===== config.mk =====
export PLATFORM = sky130hd
export DESIGN_NAME = rtc_core
export DESIGN_NICKNAME = d
export VERILOG_FILES = /design/src/rtc_pkg.sv /design/src/rtc_core.sv
export SDC_FILE = /design/constraint.sdc
export NUM_CORES = 1
export LEC_CHECK = 0
export ABC_AREA = 1
export BUFFER_PORTS_ARGS = -buffer_cell sky130_fd_sc_hd__buf_2
export CAP_MARGIN = 20
export CORE_MARGIN = 1.5
export CORE_UTILIZATION = 40
export CTS_BUF_LIST = sky130_fd_sc_hd__clkbuf_4
export DETAILED_ROUTE_END_ITERATION = 12
export PLACE_DENSITY = 0.59
export SYNTH_ARGS = -nofsm -noshare
export SYNTH_HDL_FRONTEND = slang
export SYNTH_SLANG_ARGS = --single-unit

===== constraint.sdc =====
create_clock -name i_clk -period 1.8 [get_ports i_clk]
set_input_delay 0.36 -clock i_clk [delete_from_list [all_inputs] [get_ports i_clk]]
set_output_delay 0.36 -clock i_clk [all_outputs]
set_load 0.03 [all_outputs]

===== src/rtc_pkg.sv =====
// Purpose: Shared constants for the 16-bit real-time counter.
// Assumes: Byte-wide register port, 4-bit byte address.
// Notes: Offsets are byte addresses on the register port.
package rtc_pkg;
    localparam logic [3:0] ADDR_DIV_CTRL = 4'h0;
    localparam logic [3:0] ADDR_SYNC_FLAG = 4'h1;
    localparam logic [3:0] ADDR_IRQ_LEVEL = 4'h2;
    localparam logic [3:0] ADDR_IRQ_FLAG = 4'h3;
    localparam logic [3:0] ADDR_HOLDING = 4'h4;
    localparam logic [3:0] ADDR_COUNT_LOW = 4'h8;
    localparam logic [3:0] ADDR_COUNT_HIGH = 4'h9;
    localparam logic [3:0] ADDR_TOP_LOW = 4'hA;
    localparam logic [3:0] ADDR_TOP_HIGH = 4'hB;
    localparam logic [3:0] ADDR_MATCH_LOW = 4'hC;
    localparam logic [3:0] ADDR_MATCH_HIGH = 4'hD;
    // Interrupt flag and level field positions.
    localparam int OVF_BIT = 0;
    localparam int MATCH_BIT = 1;
    localparam int OVF_LVL_LSB = 0;
    localparam int MATCH_LVL_LSB = 2;
    localparam int DIV_WIDTH = 3;
    // Vector word offsets of the two interrupt sources.
    localparam logic [7:0] OVERFLOW_VECTOR = 8'h00;
    localparam logic [7:0] MATCH_VECTOR = 8'h02;
    // Divider code that stops the counter.
    localparam logic [2:0] DIV_STOP = 3'h0;
    // Reference ticks from a system-side write until it takes effect.
    localparam logic [1:0] SYNC_TICKS = 2'h2;
    // Reset values.
    localparam logic [15:0] TOP_RESET = 16'hFFFF;
    localparam logic [15:0] MATCH_RESET = 16'h0000;
    localparam logic [15:0] COUNT_RESET = 16'h0000;
    localparam logic [2:0] DIV_RESET = 3'h0;
    localparam logic [3:0] LEVEL_RESET = 4'h0;
    // Events dropped between emitted events when top is zero or one.
    localparam logic [1:0] EV_SKIP_TOP0 = 2'h2;
    localparam logic [1:0] EV_SKIP_TOP1 = 2'h1;
endpackage


===== src/rtc_core.sv =====
// Purpose: 16-bit real-time counter with top and match compare, flags, events.
// Assumes: i_ref_clk is a slow reference sampled on i_clk; writes obey sync_pending.
// Notes: Register port is byte wide; read data appear one cycle after the strobe.
// Function
// - Count equals top: set overflow, clear count.
// - Top and match take effect after two ticks.
// - Count equals match sets the match flag.
// - Match above top never requests or events.
// - Top value held as high and low byte.
// - Match value held as high and low byte.
// - Count low register shows count bits 7:0.
// - Overflow vector 0x00, match vector 0x02.
// - Divider code stops or divides the reference.
// - Sync flag high while a write crosses.
// - Events thinned when top is zero or one.
// - Flags clear on vector ack or write-one.
//
// The strobed register port was chosen for this implementation.
`timescale 1ns/10ps
module rtc_core (
    input wire logic i_clk,
    input wire logic i_resetn,
    input wire logic i_ref_clk,
    input wire logic [3:0] i_addr,
    input wire logic [7:0] i_wdata,
    input wire logic i_wr,
    input wire logic i_rd,
    input wire logic i_ovf_vec_ack,
    input wire logic i_match_vec_ack,
    output logic [7:0] o_rdata,
    output logic o_irq,
    output logic [7:0] o_irq_vector,
    output logic o_ovf_event,
    output logic o_match_event,
    output logic o_sync_pending
);
    // Returns the divide ratio minus one for a divider code.
    function automatic logic [9:0] div_last(input logic [2:0] code);
        unique case (code)
            3'h1: div_last = 10'h000;
            3'h2: div_last = 10'h001;
            3'h3: div_last = 10'h007;
            3'h4: div_last = 10'h00F;
            3'h5: div_last = 10'h03F;
            3'h6: div_last = 10'h0FF;
            3'h7: div_last = 10'h3FF;
            default: div_last = 10'h000;
        endcase
    endfunction

    logic ref_q, ref_d;
    logic [9:0] pre_q, pre_d;
    logic [15:0] cnt_q, cnt_d;
    logic [15:0] top_q, top_d, top_sw_q, top_sw_d;
    logic [15:0] match_q, match_d, match_sw_q, match_sw_d;
    logic [15:0] cnt_sw_q, cnt_sw_d;
    logic [2:0] div_q, div_d, div_sw_q, div_sw_d;
    logic [3:0] lvl_q, lvl_d;
    logic [1:0] flag_q, flag_d;
    logic [7:0] temp_q, temp_d;
    logic [1:0] stage_q, stage_d;
    logic [3:0] pend_q, pend_d;
    logic [1:0] ev_ovf_q, ev_ovf_d, ev_match_q, ev_match_d;
    logic [7:0] rdata_q, rdata_d;
    logic irq_q, irq_d, ovf_ev_q, ovf_ev_d, match_ev_q, match_ev_d, sync_q, sync_d;
    logic [7:0] vec_q, vec_d;
    logic ref_tick, div_tick, ovf_hit, match_hit, apply;
    logic [1:0] ev_skip;

    assign ref_tick = i_ref_clk & ~ref_q;
    assign div_tick = ref_tick && (div_q != rtc_pkg::DIV_STOP) && (pre_q == div_last(div_q));
    assign apply = ref_tick && (stage_q == 2'h1);
    assign ovf_hit = div_tick && (cnt_q == top_q);
    assign match_hit = div_tick && (cnt_q == match_q) && (match_q <= top_q);
    assign ev_skip = (top_q == 16'h0000) ? rtc_pkg::EV_SKIP_TOP0 : rtc_pkg::EV_SKIP_TOP1;

    always_comb
    begin
        ref_d = i_ref_clk;
        pre_d = pre_q;
        cnt_d = cnt_q;
        top_d = top_q;
        match_d = match_q;
        div_d = div_q;
        top_sw_d = top_sw_q;
        match_sw_d = match_sw_q;
        cnt_sw_d = cnt_sw_q;
        div_sw_d = div_sw_q;
        lvl_d = lvl_q;
        flag_d = flag_q;
        temp_d = temp_q;
        stage_d = stage_q;
        pend_d = pend_q;
        ev_ovf_d = ev_ovf_q;
        ev_match_d = ev_match_q;
        rdata_d = 8'h00;
        ovf_ev_d = 1'b0;
        match_ev_d = 1'b0;
        // Prescaler runs on reference edges while the divider is not stopped.
        if (ref_tick && div_q != rtc_pkg::DIV_STOP)
            pre_d = div_tick ? 10'h000 : pre_q + 10'h001;
        if (div_tick)
            cnt_d = ovf_hit ? 16'h0000 : cnt_q + 16'h0001;
        // Events are thinned when top is too small for the crossing to keep up.
        if (ovf_hit && (top_q >= 16'h0002 || ev_ovf_q == ev_skip))
        begin
            ovf_ev_d = 1'b1;
            ev_ovf_d = 2'h0;
        end
        else if (ovf_hit)
            ev_ovf_d = ev_ovf_q + 2'h1;
        if (match_hit && (top_q >= 16'h0002 || ev_match_q == ev_skip))
        begin
            match_ev_d = 1'b1;
            ev_match_d = 2'h0;
        end
        else if (match_hit)
            ev_match_d = ev_match_q + 2'h1;
        // Crossing: staged values take effect on the second reference edge.
        if (apply)
        begin
            if (pend_q[0])
            begin
                cnt_d = cnt_sw_q;
                pre_d = 10'h000;
            end
            // A new divider restarts the prescaler so a stale phase cannot stretch a tick.
            if (pend_q[1])
            begin
                div_d = div_sw_q;
                pre_d = 10'h000;
            end
            if (pend_q[2])
                top_d = top_sw_q;
            if (pend_q[3])
                match_d = match_sw_q;
            pend_d = 4'h0;
            stage_d = 2'h0;
        end
        else if (ref_tick && stage_q != 2'h0)
            stage_d = stage_q - 2'h1;
        // Flag clears from software and vector acknowledge; a set wins.
        if (i_wr && i_addr == rtc_pkg::ADDR_IRQ_FLAG)
            flag_d = flag_q & ~i_wdata[1:0];
        if (i_ovf_vec_ack)
            flag_d[rtc_pkg::OVF_BIT] = 1'b0;
        if (i_match_vec_ack)
            flag_d[rtc_pkg::MATCH_BIT] = 1'b0;
        if (ovf_hit)
            flag_d[rtc_pkg::OVF_BIT] = 1'b1;
        if (match_hit)
            flag_d[rtc_pkg::MATCH_BIT] = 1'b1;
        // Low byte writes go to the holding byte; high byte writes commit the pair.
        if (i_wr)
        begin
            unique case (i_addr)
                rtc_pkg::ADDR_DIV_CTRL:
                begin
                    div_sw_d = i_wdata[rtc_pkg::DIV_WIDTH-1:0];
                    pend_d[1] = 1'b1;
                    stage_d = rtc_pkg::SYNC_TICKS;
                end
                rtc_pkg::ADDR_IRQ_LEVEL: lvl_d = i_wdata[3:0];
                rtc_pkg::ADDR_HOLDING,
                rtc_pkg::ADDR_COUNT_LOW,
                rtc_pkg::ADDR_TOP_LOW,
                rtc_pkg::ADDR_MATCH_LOW: temp_d = i_wdata;
                rtc_pkg::ADDR_COUNT_HIGH:
                begin
                    cnt_sw_d = {i_wdata, temp_q};
                    pend_d[0] = 1'b1;
                    stage_d = rtc_pkg::SYNC_TICKS;
                end
                rtc_pkg::ADDR_TOP_HIGH:
                begin
                    top_sw_d = {i_wdata, temp_q};
                    pend_d[2] = 1'b1;
                    stage_d = rtc_pkg::SYNC_TICKS;
                end
                rtc_pkg::ADDR_MATCH_HIGH:
                begin
                    match_sw_d = {i_wdata, temp_q};
                    pend_d[3] = 1'b1;
                    stage_d = rtc_pkg::SYNC_TICKS;
                end
                default: ;
            endcase
        end
        // Low byte reads latch the high byte in the holding byte.
        if (i_rd)
        begin
            unique case (i_addr)
                rtc_pkg::ADDR_DIV_CTRL: rdata_d = {5'h00, div_sw_q};
                rtc_pkg::ADDR_SYNC_FLAG: rdata_d = {7'h00, sync_q};
                rtc_pkg::ADDR_IRQ_LEVEL: rdata_d = {4'h0, lvl_q};
                rtc_pkg::ADDR_IRQ_FLAG: rdata_d = {6'h00, flag_q};
                rtc_pkg::ADDR_HOLDING: rdata_d = temp_q;
                rtc_pkg::ADDR_COUNT_LOW:
                begin
                    rdata_d = cnt_q[7:0];
                    temp_d = cnt_q[15:8];
                end
                rtc_pkg::ADDR_TOP_LOW:
                begin
                    rdata_d = top_sw_q[7:0];
                    temp_d = top_sw_q[15:8];
                end
                rtc_pkg::ADDR_MATCH_LOW:
                begin
                    rdata_d = match_sw_q[7:0];
                    temp_d = match_sw_q[15:8];
                end
                rtc_pkg::ADDR_COUNT_HIGH,
                rtc_pkg::ADDR_TOP_HIGH,
                rtc_pkg::ADDR_MATCH_HIGH: rdata_d = temp_q;
                default: rdata_d = 8'h00;
            endcase
        end
        sync_d = (pend_d != 4'h0);
        irq_d = ((flag_d[rtc_pkg::OVF_BIT] && lvl_q[rtc_pkg::OVF_LVL_LSB +: 2] != 2'h0)
                || (flag_d[rtc_pkg::MATCH_BIT] && lvl_q[rtc_pkg::MATCH_LVL_LSB +: 2] != 2'h0));
        // Overflow has the lower vector and is reported first.
        if (flag_d[rtc_pkg::OVF_BIT] && lvl_q[rtc_pkg::OVF_LVL_LSB +: 2] != 2'h0)
            vec_d = rtc_pkg::OVERFLOW_VECTOR;
        else
            vec_d = rtc_pkg::MATCH_VECTOR;
    end

    always_ff @(posedge i_clk or negedge i_resetn)
    begin
        if (!i_resetn)
        begin
            ref_q <= 1'b0;
            pre_q <= 10'h000;
            cnt_q <= rtc_pkg::COUNT_RESET;
            top_q <= rtc_pkg::TOP_RESET;
            match_q <= rtc_pkg::MATCH_RESET;
            div_q <= rtc_pkg::DIV_RESET;
            top_sw_q <= rtc_pkg::TOP_RESET;
            match_sw_q <= rtc_pkg::MATCH_RESET;
            cnt_sw_q <= rtc_pkg::COUNT_RESET;
            div_sw_q <= rtc_pkg::DIV_RESET;
            lvl_q <= rtc_pkg::LEVEL_RESET;
            flag_q <= 2'h0;
            temp_q <= 8'h00;
            stage_q <= 2'h0;
            pend_q <= 4'h0;
            ev_ovf_q <= 2'h0;
            ev_match_q <= 2'h0;
            rdata_q <= 8'h00;
            irq_q <= 1'b0;
            vec_q <= rtc_pkg::MATCH_VECTOR;
            ovf_ev_q <= 1'b0;
            match_ev_q <= 1'b0;
            sync_q <= 1'b0;
        end
        else
        begin
            ref_q <= ref_d;
            pre_q <= pre_d;
            cnt_q <= cnt_d;
            top_q <= top_d;
            match_q <= match_d;
            div_q <= div_d;
            top_sw_q <= top_sw_d;
            match_sw_q <= match_sw_d;
            cnt_sw_q <= cnt_sw_d;
            div_sw_q <= div_sw_d;
            lvl_q <= lvl_d;
            flag_q <= flag_d;
            temp_q <= temp_d;
            stage_q <= stage_d;
            pend_q <= pend_d;
            ev_ovf_q <= ev_ovf_d;
            ev_match_q <= ev_match_d;
            rdata_q <= rdata_d;
            irq_q <= irq_d;
            vec_q <= vec_d;
            ovf_ev_q <= ovf_ev_d;
            match_ev_q <= match_ev_d;
            sync_q <= sync_d;
        end
    end

    assign o_rdata = rdata_q;
    assign o_irq = irq_q;
    assign o_irq_vector = vec_q;
    assign o_ovf_event = ovf_ev_q;
    assign o_match_event = match_ev_q;
    assign o_sync_pending = sync_q;

    ovf_wrap_a: assert property (@(posedge i_clk) disable iff (!i_resetn)
        ovf_hit && !(apply && pend_q[0]) |=> cnt_q == 16'h0000 && flag_q[0])
        else $error("Count did not wrap to zero with overflow flag at top.");
    top_apply_a: assert property (@(posedge i_clk) disable iff (!i_resetn)
        apply && pend_q[2] |=> top_q == $past(top_sw_q) && !sync_q)
        else $error("Staged top value not applied on the crossing edge.");
    sync_set_a: assert property (@(posedge i_clk) disable iff (!i_resetn)
        i_wr && i_addr == rtc_pkg::ADDR_TOP_HIGH |=> sync_q && stage_q == 2'h2)
        else $error("Top write did not raise the sync flag.");
    match_flag_a: assert property (@(posedge i_clk) disable iff (!i_resetn)
        div_tick && cnt_q == match_q && match_q <= top_q |=> flag_q[1])
        else $error("Match flag not set on equal count.");
    no_match_above_a: assert property (@(posedge i_clk) disable iff (!i_resetn)
        match_q > top_q && !apply |=> !o_match_event)
        else $error("Match event produced with match above top.");
    count_step_a: assert property (@(posedge i_clk) disable iff (!i_resetn)
        div_tick && cnt_q != top_q && !apply |=> cnt_q == $past(cnt_q) + 16'h0001)
        else $error("Count did not advance on a divided tick.");
    div_stop_a: assert property (@(posedge i_clk) disable iff (!i_resetn)
        div_q == rtc_pkg::DIV_STOP && !apply |=> $stable(cnt_q))
        else $error("Count moved while the divider is stopped.");
    event_thin_a: assert property (@(posedge i_clk) disable iff (!i_resetn)
        ovf_hit && top_q == 16'h0000 && ev_ovf_q != 2'h2 |=> !o_ovf_event)
        else $error("Overflow event not thinned with top at zero.");
    ack_clear_a: assert property (@(posedge i_clk) disable iff (!i_resetn)
        i_ovf_vec_ack && !ovf_hit |=> !flag_q[0])
        else $error("Overflow flag survived its vector acknowledge.");
    top_pair_a: assert property (@(posedge i_clk) disable iff (!i_resetn)
        i_wr && i_addr == rtc_pkg::ADDR_TOP_HIGH |=> top_sw_q == {$past(i_wdata), $past(temp_q)})
        else $error("Top value byte pair assembled wrongly.");
    match_pair_a: assert property (@(posedge i_clk) disable iff (!i_resetn)
        i_wr && i_addr == rtc_pkg::ADDR_MATCH_HIGH
        |=> match_sw_q == {$past(i_wdata), $past(temp_q)})
        else $error("Match value byte pair assembled wrongly.");
    count_read_a: assert property (@(posedge i_clk) disable iff (!i_resetn)
        i_rd && i_addr == rtc_pkg::ADDR_COUNT_LOW
        |=> o_rdata == $past(cnt_q[7:0]) && temp_q == $past(cnt_q[15:8]))
        else $error("Count low read returned wrong data.");
    ovf_seen_c: cover property (@(posedge i_clk) disable iff (!i_resetn) ovf_hit ##1 o_irq);
    match_ev_c: cover property (@(posedge i_clk) disable iff (!i_resetn) o_match_event);
    apply_c: cover property (@(posedge i_clk) disable iff (!i_resetn) apply && pend_q[3]);
endmodule


==> run summary, run 1 <==
The flow ran to the end, but the final reports show violations. The checks that failed: negative setup slack. Yosys printed 0 warnings. TritonCTS built the clock tree. The number of vias per cell after detailed routing is 4.89. The largest vdd supply drop is 0.000541 V. The post-detailed-route wirelength per cell is 15.1 um. The final weighted congestion of routability-driven global placement came out at 0.901. The highest fanout seen on the critical path is 10.

The final hold slack is 0.0726 ns. In this run the worst setup path terminates at cnt_q[7]$_DFF_PN0_. The total global routing overflow is 0. The hold violation total from the final report was 0.

In this run, CTS created clock tree buffers numbering 17. The fmax came out at 532 MHz. The share of flip-flops with an asynchronous set or reset came out at 100%. The final total negative setup slack came out at -0.865 ns. In this run the worst setup path begins at div_q[2]$_DFFE_PN0P_. The count of standard-cell rows came out at 51. The clock-pin slew of the registers on the worst-case setup and hold paths is 0.15 ns. The number of buffers on the longest clock path came out at 2. The first-pass GRT wire length is 34.4 mm. Power comes to 13.4 mW. The placed cell count came out at 1349. For this design the static power due to leakage is 4.95 nW. The tree is rooted in a sky130_fd_sc_hd__clkbuf_4.

For this run, the leading register cell type out of synthesis is sky130_fd_sc_hd__dfrtp_1. The minimum setup slack in the final design is -0.0781 ns. The post-route DRC violation count is 0. The effective utilization at floorplan is 40.8%. The critical register-to-register path startpoint is div_q[2]$_DFFE_PN0P_. At the later pin of the worst-skew pair, clock insertion delay measures 0.58 ns. The worst setup path is launched from a register.

The nature of the critical path endpoint is a register. The count of H-tree levels built during CTS is 4. The count of port buffers added during placement came out at 31. The total power divided by cell area came out at 1350 mW/mm^2.

Fill cells in the final layout number 1882. The number of antenna violations at the first check in global routing came to 1. At the worst endpoint, the arrival time is 2.34 ns. The count of flip-flops with a built-in enable after synthesis came out at 0. The critical path in this run is classified as reg2reg. Setup repair after global routing could not meet its margin everywhere. The endpoint required time on the critical path came out at 2.27 ns.

The number of routed nets with antenna violations is 0. From synthesis to final layout, the design area changed by 24.9%. The die height is 144 um. The proportion of synthesized chip area in sequential cells came out at 48.0%.

The area of the die came out at 0.0206 mm^2. Max-cap violations in this run came to 0. The total setup violations reported at the end of the flow came out at 18.

The post-layout utilization of the core came out at 50.9%. The worst clock skew is 0.0210 ns. For this block, the initial DRC count from the detailed router was 455.

The via count of the first global-routing pass is 6505. The path class of the tightest hold or removal check is in2reg. The final max-slew violation count is 0. The number of distinct library cell variants in the gate-level netlist after synthesis is 46. The fraction of final layout cells with drive strength greater than 1 is 24.9%. The synthesized netlist occupies a cell area of 0.00791 mm^2. The total global-route track usage came out at 22.0%. For this block, the via count after detailed routing is 6864. The library cells used most frequently in the layout, excluding fill and tap cells, are sky130_fd_sc_hd__nand2_1, sky130_fd_sc_hd__inv_1, sky130_fd_sc_hd__dfrtp_1, sky130_fd_sc_hd__buf_4, sky130_fd_sc_hd__o21ai_0. The synthesized instance count is 989. The minimum clock period is 1.88 ns.

Along the worst hold path, the cell count comes to 4. During I/O placement, the number of pins put on the boundary was 39. The maximum number of pins on one net before global-route repair came out at 47. The worst path uses 104% of the clock period. Wires add up to 21.1 mm. The area of the core is 0.0194 mm^2. The placed wire-length estimate is 15.7 mm. The library cell used most frequently in the layout, excluding fill and tap cells, is sky130_fd_sc_hd__nand2_1. The synthesized area per cell is 8.00 um^2. The endpoint of the worst-slack reg-to-reg timing path is cnt_q[7]$_DFF_PN0_. The horizontal die dimension is 144 um. The post-synthesis register bit count is 150. The detailed-routing iteration count for the pre-antenna-repair pass came out at 6. The final cell count without fillers is 1404.

After the last flow step, the layout net total stands at 1164. The register-to-register setup slack came out at -0.08 ns. The clock net in this run drives a total of 150 sinks. Counting cells, the worst reg-to-reg path comes to 14.
Yosys cell counts, types with 2 or more instances:
master | n | area share (%)
sky130_fd_sc_hd__a21oi_1 | 41 | 2.6
sky130_fd_sc_hd__xor2_1 | 23 | 2.5
sky130_fd_sc_hd__a221oi_1 | 6 | 0.66
sky130_fd_sc_hd__clkbuf_1 | 14 | 0.66
sky130_fd_sc_hd__o31ai_1 | 3 | 0.28
sky130_fd_sc_hd__buf_6 | 3 | 0.43
sky130_fd_sc_hd__buf_4 | 8 | 0.76
sky130_fd_sc_hd__inv_1 | 132 | 6.3
sky130_fd_sc_hd__ha_1 | 20 | 3.2
sky130_fd_sc_hd__nor2_1 | 84 | 4.0
sky130_fd_sc_hd__o22ai_1 | 23 | 1.8
sky130_fd_sc_hd__nor3b_1 | 2 | 0.19
sky130_fd_sc_hd__nand4_1 | 11 | 0.87
sky130_fd_sc_hd__buf_2 | 9 | 0.57
sky130_fd_sc_hd__nand2_2 | 5 | 0.40
sky130_fd_sc_hd__o21ai_0 | 94 | 5.9
sky130_fd_sc_hd__mux2_2 | 8 | 1.1
sky130_fd_sc_hd__nor2_2 | 4 | 0.32
sky130_fd_sc_hd__nand2_1 | 257 | 12
sky130_fd_sc_hd__xnor2_1 | 4 | 0.44
sky130_fd_sc_hd__nand3_1 | 49 | 3.1
sky130_fd_sc_hd__dfstp_2 | 33 | 11
sky130_fd_sc_hd__o21ai_2 | 2 | 0.22
sky130_fd_sc_hd__inv_2 | 3 | 0.14
sky130_fd_sc_hd__nor2_8 | 2 | 0.51
sky130_fd_sc_hd__o211ai_1 | 4 | 0.38
sky130_fd_sc_hd__o21ai_1 | 3 | 0.19
sky130_fd_sc_hd__nor3_1 | 6 | 0.38
sky130_fd_sc_hd__dfrtp_1 | 117 | 37
sky130_fd_sc_hd__nor4_1 | 3 | 0.24
report_power, final:
| part | total (mW) | switching [mW] | internal (mW) |
|---|---|---|---|
| registers | 5.51 | 0.979 | 4.54 |
| clock network | 2.33 | 1.43 | 0.891 |
| logic | 5.54 | 3.05 | 2.49 |
routing by layer:
| metal | GRT usage (%) | up-vias | wire [um] | part of all wire (%) |
|---|---|---|---|---|
| met2 | 33.1 | 162 | 9280 | 44 |
| li1 | - | 3452 | - | - |
| met5 | 0 | - | 0 | 0 |
| met1 | 32.5 | 3219 | 10600 | 50 |
| met4 | 6.18 | 0 | 476 | 2.3 |
| met3 | 3.80 | 31 | 798 | 3.8 |
through the flow:
step                worst slack [ns]  instance area (um^2)
finish                       -0.0781                  9880
global route                  -0.191                  9880
CTS                          -0.0326                  9710
detailed placement            -0.217                  9050
global placement              -0.179                  9050
floorplan                     0.0890                  7930
critical path, cell delays in order, from the launching register on:
cell and delay, ns:
sky130_fd_sc_hd__dfrtp_2 0.48, sky130_fd_sc_hd__buf_6 0.12, sky130_fd_sc_hd__nand2_2 0.04, sky130_fd_sc_hd__nor2_1 0.08, sky130_fd_sc_hd__nand2_1 0.06, sky130_fd_sc_hd__nand2_2 0.08, sky130_fd_sc_hd__buf_6 0.10, sky130_fd_sc_hd__nand3_4 0.09
sky130_fd_sc_hd__nor2_8 0.23, sky130_fd_sc_hd__inv_6 0.07, sky130_fd_sc_hd__nor2_8 0.11, sky130_fd_sc_hd__nor2_4 0.06, sky130_fd_sc_hd__buf_12 0.14, sky130_fd_sc_hd__nand2_1 0.06, sky130_fd_sc_hd__nand2_1 0.05
kinds of logic (layout without fill, tap and decap cells):
group	count (synthesis)	count (layout)	synth area share, %
AND/OR/NAND/NOR	428	428	22.8
AO/OA/AOI/OAI	182	182	12.8
buffers and inverters	173	316	9.06
flip-flops	150	150	48.0
XOR/XNOR	27	27	2.99
adder cells (fa/ha/maj)	20	20	3.16
multiplexers	8	8	1.14
other	1	8	0.0474
final cells by class:
class | count | area (um^2) | share of cell area (%)
Clock inverter | 15 | 185 | 1.87
Multi-Input combinational cell | 672 | 3670 | 37.1
Tap cell | 265 | 332 | 3.36
Antenna cell | 1 | 2.50 | 0.0253
Clock buffer | 17 | 128 | 1.29
Inverter | 137 | 519 | 5.26
Sequential cell | 150 | 3800 | 38.4
Timing Repair Buffer | 147 | 1250 | 12.7
worst min-delay path by stage:
| stage | from | end |
|---|---|---|
| floorplan | i_resetn | cnt_q[0]$_DFF_PN0_ |
| global placement | i_resetn | o_rdata[2]$_DFF_PN0_ |
| detailed placement | i_resetn | o_rdata[2]$_DFF_PN0_ |
| CTS | i_wdata[4] | top_sw_q[12]$_DFFE_PN1P_ |
| global route | i_wr | stage_q[0]$_DFF_PN0_ |
| finish | i_match_vec_ack | flag_q[1]$_DFF_PN0_ |
sequential cells by signal, indices dropped and copies added (netlist names), 3 cells and up:
register	cells
top_q	16
div_sw_q	3
pre_q	10
div_q	3
temp_q	8
cnt_sw_q	16
top_sw_q	16
lvl_q	4
match_q	16
pend_q	4
o_rdata	8
cnt_q	16
match_sw_q	16
what timing repair did:
item                                   4_1_cts  5_1_grt
buffers inserted                             8        2
resized for setup                           38       39
setup endpoints to repair                   21       33
endpoints found under the hold margin      105        1
cloned                                       0        1
pin swaps                                   12       15
hold buffers                                10        1
(Power assumes the default switching activity.)
==> run 2, diff against run 1 <==
- CELL_PAD_IN_SITES_DETAIL_PLACEMENT: not set -> 0
- CELL_PAD_IN_SITES_GLOBAL_PLACEMENT: not set -> 1
- CORE_ASPECT_RATIO: not set -> 0.7
- PLACE_DENSITY: 0.59 -> 0.74
==> run 2 against run 1 <==
The run still ends with negative setup slack left; highest routed layer unchanged; sequential cell count is the same; cell area is essentially flat; worst setup slack lost 0.0050 ns; register-to-register slack is essentially flat; hold slack gained 0.011 ns; power grew 2.3%; non-clock buffer count grew 9.
==> run summary, run 2 (synthesized netlist as in run 1, its figures left out) <==
The flow ran to the end, but the final reports show violations. The final reports fail on negative setup slack. The worst clock skew came out at 0.0267 ns. The final max-slew violation count came out at 0.

The clock root buffer is sky130_fd_sc_hd__clkbuf_4. The number of maximum-capacitance constraint violations came out at 0. The first-pass GRT wire length came out at 37.0 mm. The count of H-tree levels built during CTS came out at 4. In the post-route analysis, the smallest setup slack over all paths is -0.0830 ns. The die height is 121 um. Combinational logic burns 42.5% of the power. Cells with a size suffix above 1 make up 25.7% of the layout.

The count of inserted antenna diode cells is 0. The placed cell count is 1358. Buffers inserted during clock tree synthesis total 17. Leaving out fill and tap cells, the most frequent cells in the layout are sky130_fd_sc_hd__nand2_1, sky130_fd_sc_hd__inv_1, sky130_fd_sc_hd__dfrtp_1, sky130_fd_sc_hd__buf_4, sky130_fd_sc_hd__o21ai_0. The critical path ends at cnt_q[13]$_DFF_PN0_.

The number of buffers on the longest clock path came out at 2. The count of standard-cell rows came out at 42. For this block, wires on met1 add up to 12.9 mm. The worst path uses 105% of the clock period.

In this run the standard cell core region covers 0.0191 mm^2. The internal power of the cells totals 7.88 mW. The switching power total came out at 5.80 mW. The post-detailed-routing wire length came out at 23.1 mm. The maximum number of pins on one net before global-route repair came out at 43. The die covers 0.0206 mm^2. The post-route DRC violation count is 0. Counting cells, the worst reg-to-reg path comes to 12.

The register-to-register setup slack is -0.08 ns. The count of port buffers added during placement is 31. The cell leakage power came out at 4.95 nW. Using the TritonRoute via totals, the vias-per-cell ratio works out to 4.94. Compared with the post-synthesis result, the final layout area differs by 24.8%. The category of the most critical setup path is reg2reg.

The data arrival time at the worst-slack endpoint is 2.34 ns. The smallest clock period supported by the final layout is computed as 1.88 ns. The highest fanout seen on the critical path came out at 14. The HPWL after detailed placement is 17.6 mm. The final weighted congestion of routability-driven global placement came out at 0.884.

The routed layout has 6969 vias. The endpoint identified for the worst register-to-register timing path is cnt_q[13]$_DFF_PN0_. The via count of the first global-routing pass was 6488.

The type of the tightest min-delay check is in2reg. The highest layer touched by signal routing is met4. The endpoint required time on the critical path came out at 2.26 ns. The clock latency reported for the late side of the worst-skew pair came out at 0.58 ns. In this run the power density over the cells is 1390 mW/mm^2. Net switching is 42.4% of the power. Final hold analysis gives a worst-case slack of 0.0841 ns. The post-detailed-route wirelength per cell came out at 16.4 um. The total setup violations reported at the end of the flow is 19.

The element type at the critical path start is a register. The number of clock sinks seen by CTS is 150. The total overflow left after global routing is 0. Summing all placed instances gives a cell area of 0.00910 mm^2. The layout net count is 1173. The met3 wire length came out at 1.55 mm. The TritonCTS clock tree is built. The number of routed nets with antenna violations is 0. Leaving out filler cells and counting taps, the final layout contains 1411. The horizontal die dimension is 171 um. The first routing iteration left 710 violations. The fmax is 531 MHz. Setup repair after global routing could not meet its margin everywhere. The most critical setup path has its startpoint at div_q[2]$_DFFE_PN0P_. Clock-pin slew was measured on the worst setup and hold paths at 0.15 ns.

The hold violation total from the final report came to 0. The final total negative setup slack is -0.926 ns. For this configuration, the core starts out at a cell density of 41.4%.

The fraction of power consumed by sequential logic came out at 40.7%. The total non-filler cell area in the finished layout is 0.00987 mm^2. The total global-route track usage is 24.0%.

The total met2 wirelength after detailed routing is 8.55 mm. The I/O pin count is 39. For this run, the detailed router's first-pass iteration total came to 5. The number of antenna violations at the first check in global routing came to 2. The transition at the pin with the smallest max-transition slack is 0.565 ns. The critical register-to-register path startpoint is div_q[2]$_DFFE_PN0P_. IR analysis of the VDD net gives a maximum drop of 0.000579 V. The clock network fraction of total power is 16.8%. The library cell used most frequently in the layout, excluding fill and tap cells, is sky130_fd_sc_hd__nand2_1. The worst pin sits at a relative slew slack of 62.2%. STA classifies the critical path endpoint as a register.
==> run 2: cell types whose count changed in the layout (fill, tap and decap cells not counted), sizes merged <==
cell,before,now
diode,1,0
inv,145,147
buf,135,145
clkinvlp,0,1
bufinv,2,1
clkinv,5,3
clkbuf,18,17
==> run 2: worst min-delay path by stage <==
stage / startpoint / cells past startpoint / slack, ns / end
6_report: i_wr / 2 / 0.08 / stage_q[0]$_DFF_PN0_
5_1_grt: i_wr / 2 / 0.05 / stage_q[0]$_DFF_PN0_
4_1_cts: i_wr / 2 / 0.05 / stage_q[0]$_DFF_PN0_
3_5_place_dp: i_resetn / 1 / 0.28 / stage_q[1]$_DFF_PN0_
3_3_place_gp: i_resetn / 1 / 0.28 / stage_q[1]$_DFF_PN0_
2_1_floorplan: i_resetn / 0 / 0.06 / cnt_q[0]$_DFF_PN0_
==> run 2: per-layer routing <==
metal,vias up,GRT usage [%]
met4,0,3.51
met2,218,29.9
met3,10,5.60
met5,-,0
li1,3479,-
met1,3262,41.0
==> run 2: timing repair <==
| item | 4_1_cts | 5_1_grt |
|---|---|---|
| buffers inserted | 5 | 6 |
| pin swaps | 15 | 11 |
| setup endpoints to repair | 24 | 34 |
| hold buffers | 11 | 0 |
| resized for setup | 41 | 31 |
| endpoints found under the hold margin | 98 | 0 |
==> run 2: critical path, cell delays in order (launching register included) <==
cell and delay, ns:
sky130_fd_sc_hd__dfrtp_2 0.49, sky130_fd_sc_hd__buf_6 0.13, sky130_fd_sc_hd__o21ai_2 0.14, sky130_fd_sc_hd__nand3_1 0.11, sky130_fd_sc_hd__nor2_2 0.13, sky130_fd_sc_hd__nand2_2 0.10, sky130_fd_sc_hd__nor2_8 0.16, sky130_fd_sc_hd__inv_6 0.06
sky130_fd_sc_hd__nor2_8 0.13, sky130_fd_sc_hd__nor2_4 0.06, sky130_fd_sc_hd__buf_12 0.15, sky130_fd_sc_hd__nand3_1 0.08, sky130_fd_sc_hd__nand2_1 0.05
==> run 2: power by group through the flow <==
| stage | clock network, mW | logic, mW | registers (mW) |
|---|---|---|---|
| floorplan | 0 | 3.35 | 5.28 |
| global placement | 0 | 5.27 | 5.53 |
| detailed placement | 0 | 5.30 | 5.56 |
| CTS | 2.34 | 5.58 | 5.53 |
| global route | 2.49 | 6.60 | 5.71 |
| finish | 2.29 | 5.82 | 5.57 |
==> run 2: through the flow <==
stage | total power, mW | utilization (%) | setup slack (ns)
2_1_floorplan | 8.63 | - | 0.0890
3_3_place_gp | 10.8 | 47.6 | -0.119
3_5_place_dp | 10.9 | 47.6 | -0.181
4_1_cts | 13.4 | 50.8 | -0.0580
5_1_grt | 14.8 | 51.6 | -0.199
6_report | 13.7 | 51.6 | -0.0830
==> run 2: area by class of cell <==
type / instances / area, um^2
multi-input cells: 672 / 3650
repair buffers: 156 / 1270
inverters: 137 / 519
flip-flops and latches: 150 / 3800
clock buffers: 17 / 128
fillers: 1873 / 9250
well taps: 264 / 330
clock inverters: 15 / 176
==> run 3, diff against run 2 <==
- SETUP_SLACK_MARGIN: not set -> 0.05
==> run 3 against run 2 <==
The flow still finishes with violations (negative setup slack); critical path type unchanged; largest power group unchanged; clock power hardly changed; hold slack worse by 0.0019 ns; combinational power is 2% higher; cell area is 1.1% higher.
==> run summary, run 3 (synthesized netlist as in run 1, its figures left out) <==
The flow ran to the end, but the final reports show violations. The final reports fail on negative setup slack. The number of maximum-capacitance constraint violations came out at 0.

The horizontal die dimension came out at 171 um. TritonCTS built the clock tree. The post-detailed-routing wire length came out at 23.4 mm. The fraction of final layout cells with drive strength greater than 1 is 27.4%. The count of nets left with antenna violations once routing finished came out at 0. The count of standard-cell rows is 42. The maximum number of pins on one net before global-route repair is 43.

The cell leakage power is 4.96 nW. Once layout is done, the placed cells without fillers occupy 0.00998 mm^2. The headroom to the max-slew limit came out at 61.0%.

After global routing the overflow that remains totals 0. The initial detailed-routing violation count came out at 663. The longest clock path from root to sink contains 2 buffers. The worst hold path belongs to the class in2reg. Detailed placement finished with a half-perimeter wire length of 17.6 mm.

The total power divided by cell area is 1390 mW/mm^2. The hold violation total from the final report is 0. After detailed placement, the total cell area comes to 0.00910 mm^2. The final weighted congestion of routability-driven global placement is 0.884. The data arrival time at the worst-slack endpoint came out at 2.34 ns. The area of the core is 0.0191 mm^2. By startpoint and endpoint, the worst setup path is classified as reg2reg. The endpoint required time on the critical path is 2.26 ns. The minimum clock period is 1.87 ns. The final max-slew violation count is 0. For this run, the top clock speed supported by timing is 533 MHz. Setup slack on the critical path of the routed design comes to -0.0749 ns. The signed area change from the synthesized netlist to the final layout came out at 26.1%. For the final database, setup skew stands at 0.0257 ns.

The count of inserted antenna diode cells is 0. Setup repair after global routing could not meet its margin everywhere. The number of antenna violations at the first check in global routing is 2. The post-route DRC violation count is 0. The number of vias after detailed routing came out at 6979. The via count of the first global-routing pass is 6524. The H-tree was split into 4 levels. The total global-route track usage is 24.2%. Counting every sink on the clock net gives 150. Once layout is complete, the utilization of the core stands at 52.2%. After detailed routing, the average wire length per cell comes to 16.5 um. The portion of the clock cycle consumed by the worst path in the final layout came out at 104%.

The tightest hold path in the finished design has a slack of 0.0822 ns. The effective utilization at floorplan is 41.4%. The number of vias per cell after detailed routing came out at 4.95. In this run the worst path has a maximum fanout of 14. The layout net count is 1173.

The first-pass GRT wire length is 37.2 mm. The element type at the critical path start is a register. Buffers placed on the I/O ports in this run total 31. Setup violations remaining at the end of the flow were counted as 20. The floorplan step defined a die boundary enclosing 0.0206 mm^2. The most common cell after layout, fill and taps aside is sky130_fd_sc_hd__nand2_1.

After clock tree synthesis, the clock-pin slew on the worst setup and hold paths is 0.15 ns. The later pin in the worst-skew pair is clocked with a latency of 0.57 ns. The number of buffers added by the clock tree synthesis step is 17. At the placement stage, the worst setup path has a slack of -0.181 ns. The transition at the pin with the smallest max-transition slack is 0.582 ns.

The largest vdd supply drop is 0.000579 V. Pin placement for this block handled 39 I/O pins. The nature of the critical path endpoint is a register. The clock root buffer is sky130_fd_sc_hd__clkbuf_4. The first detailed-routing pass took 6 iterations. In the layout the commonest cells are sky130_fd_sc_hd__nand2_1, sky130_fd_sc_hd__inv_1, sky130_fd_sc_hd__dfrtp_1, sky130_fd_sc_hd__buf_4, sky130_fd_sc_hd__o21ai_0.

The die height came out at 121 um.
run 3: cell types whose count changed in the layout (fill, tap and decap cells not counted), moves of 3 or more:
cell                      change
sky130_fd_sc_hd__o21ai_1      +3
sky130_fd_sc_hd__buf_6        +3
sky130_fd_sc_hd__inv_2        +6
sky130_fd_sc_hd__nor2_4       +5
sky130_fd_sc_hd__inv_1        -7
sky130_fd_sc_hd__ha_4         +3
sky130_fd_sc_hd__nor2_2       -3
sky130_fd_sc_hd__o21ai_0      -4
sky130_fd_sc_hd__ha_1         -3
run 3: final cells by class:
| class | count | area (um^2) |
|---|---|---|
| Fill cell | 1857 | 9150 |
| Sequential cell | 150 | 3800 |
| Multi-Input combinational cell | 672 | 3760 |
| Timing Repair Buffer | 156 | 1260 |
| Inverter | 137 | 522 |
| Tap cell | 264 | 330 |
| Clock inverter | 15 | 176 |
| Clock buffer | 17 | 128 |
run 3: per-layer routing:
layer | global-route usage (%) | part of all wire, % | vias to the layer above
li1 | - | - | 3475
met1 | 41.2 | 55 | 3262
met3 | 5.56 | 7.3 | 8
met2 | 30.4 | 37 | 234
met4 | 3.51 | 0.35 | 0
met5 | 0 | 0 | -
run 3: through the flow:
step | power, mW | instances | setup TNS [ns]
finish | 13.8 | 1411 | -0.871
global route | 15.0 | 1411 | -3.66
CTS | 13.6 | 1408 | -0.746
detailed placement | 10.9 | 1358 | -1.89
global placement | 10.8 | 1358 | -1.27
floorplan | 8.63 | 995 | 0
run 3: final timing paths:
| path | startpoint | endpoint | slack [ns] | cells after the start |
|---|---|---|---|---|
| setup / recovery | div_q[2]$_DFFE_PN0P_ | cnt_q[12]$_DFF_PN0_ | -0.07 | 11 |
| hold / removal | i_wr | stage_q[0]$_DFF_PN0_ | 0.08 | 2 |
| setup reg to reg | div_q[2]$_DFFE_PN0P_ | cnt_q[12]$_DFF_PN0_ | -0.07 | 11 |
| hold reg to reg | cnt_sw_q[10]$_DFFE_PN0P_ | cnt_q[10]$_DFF_PN0_ | 0.49 | 2 |
| max in group asynchronous | i_resetn | top_q[12]$_DFFE_PN1P_ | 0.92 | 3 |
| min in group asynchronous | i_resetn | pre_q[8]$_DFF_PN0_ | 0.23 | 2 |
run 3: report_power, final:
part / total, mW / internal, mW / switching [mW]
registers: 5.60 / 4.54 / 1.07
logic: 5.95 / 2.64 / 3.31
clock network: 2.30 / 0.777 / 1.52
total: 13.8 / 7.95 / 5.90
run 3: repair_timing:
action | 4_1_cts | 5_1_grt
buffers inserted | 7 | 5
hold buffers | 11 | 0
cloned | 0 | 0
endpoints found under the hold margin | 98 | 0
gates resized for setup | 63 | 45
setup endpoints to repair | 31 | 45
pin swaps | 26 | 8
run 3: worst max-delay path, stage by stage (launching register included):
cell and delay (ns):
sky130_fd_sc_hd__dfrtp_2 0.50, sky130_fd_sc_hd__buf_6 0.15, sky130_fd_sc_hd__o21ai_4 0.15, sky130_fd_sc_hd__nand3_2 0.11, sky130_fd_sc_hd__nor2_4 0.10, sky130_fd_sc_hd__nand2_2 0.09
sky130_fd_sc_hd__nor2_8 0.15, sky130_fd_sc_hd__clkinv_4 0.12, sky130_fd_sc_hd__nor2_8 0.16, sky130_fd_sc_hd__nor2_4 0.11, sky130_fd_sc_hd__nand3_1 0.10, sky130_fd_sc_hd__nand2_1 0.05
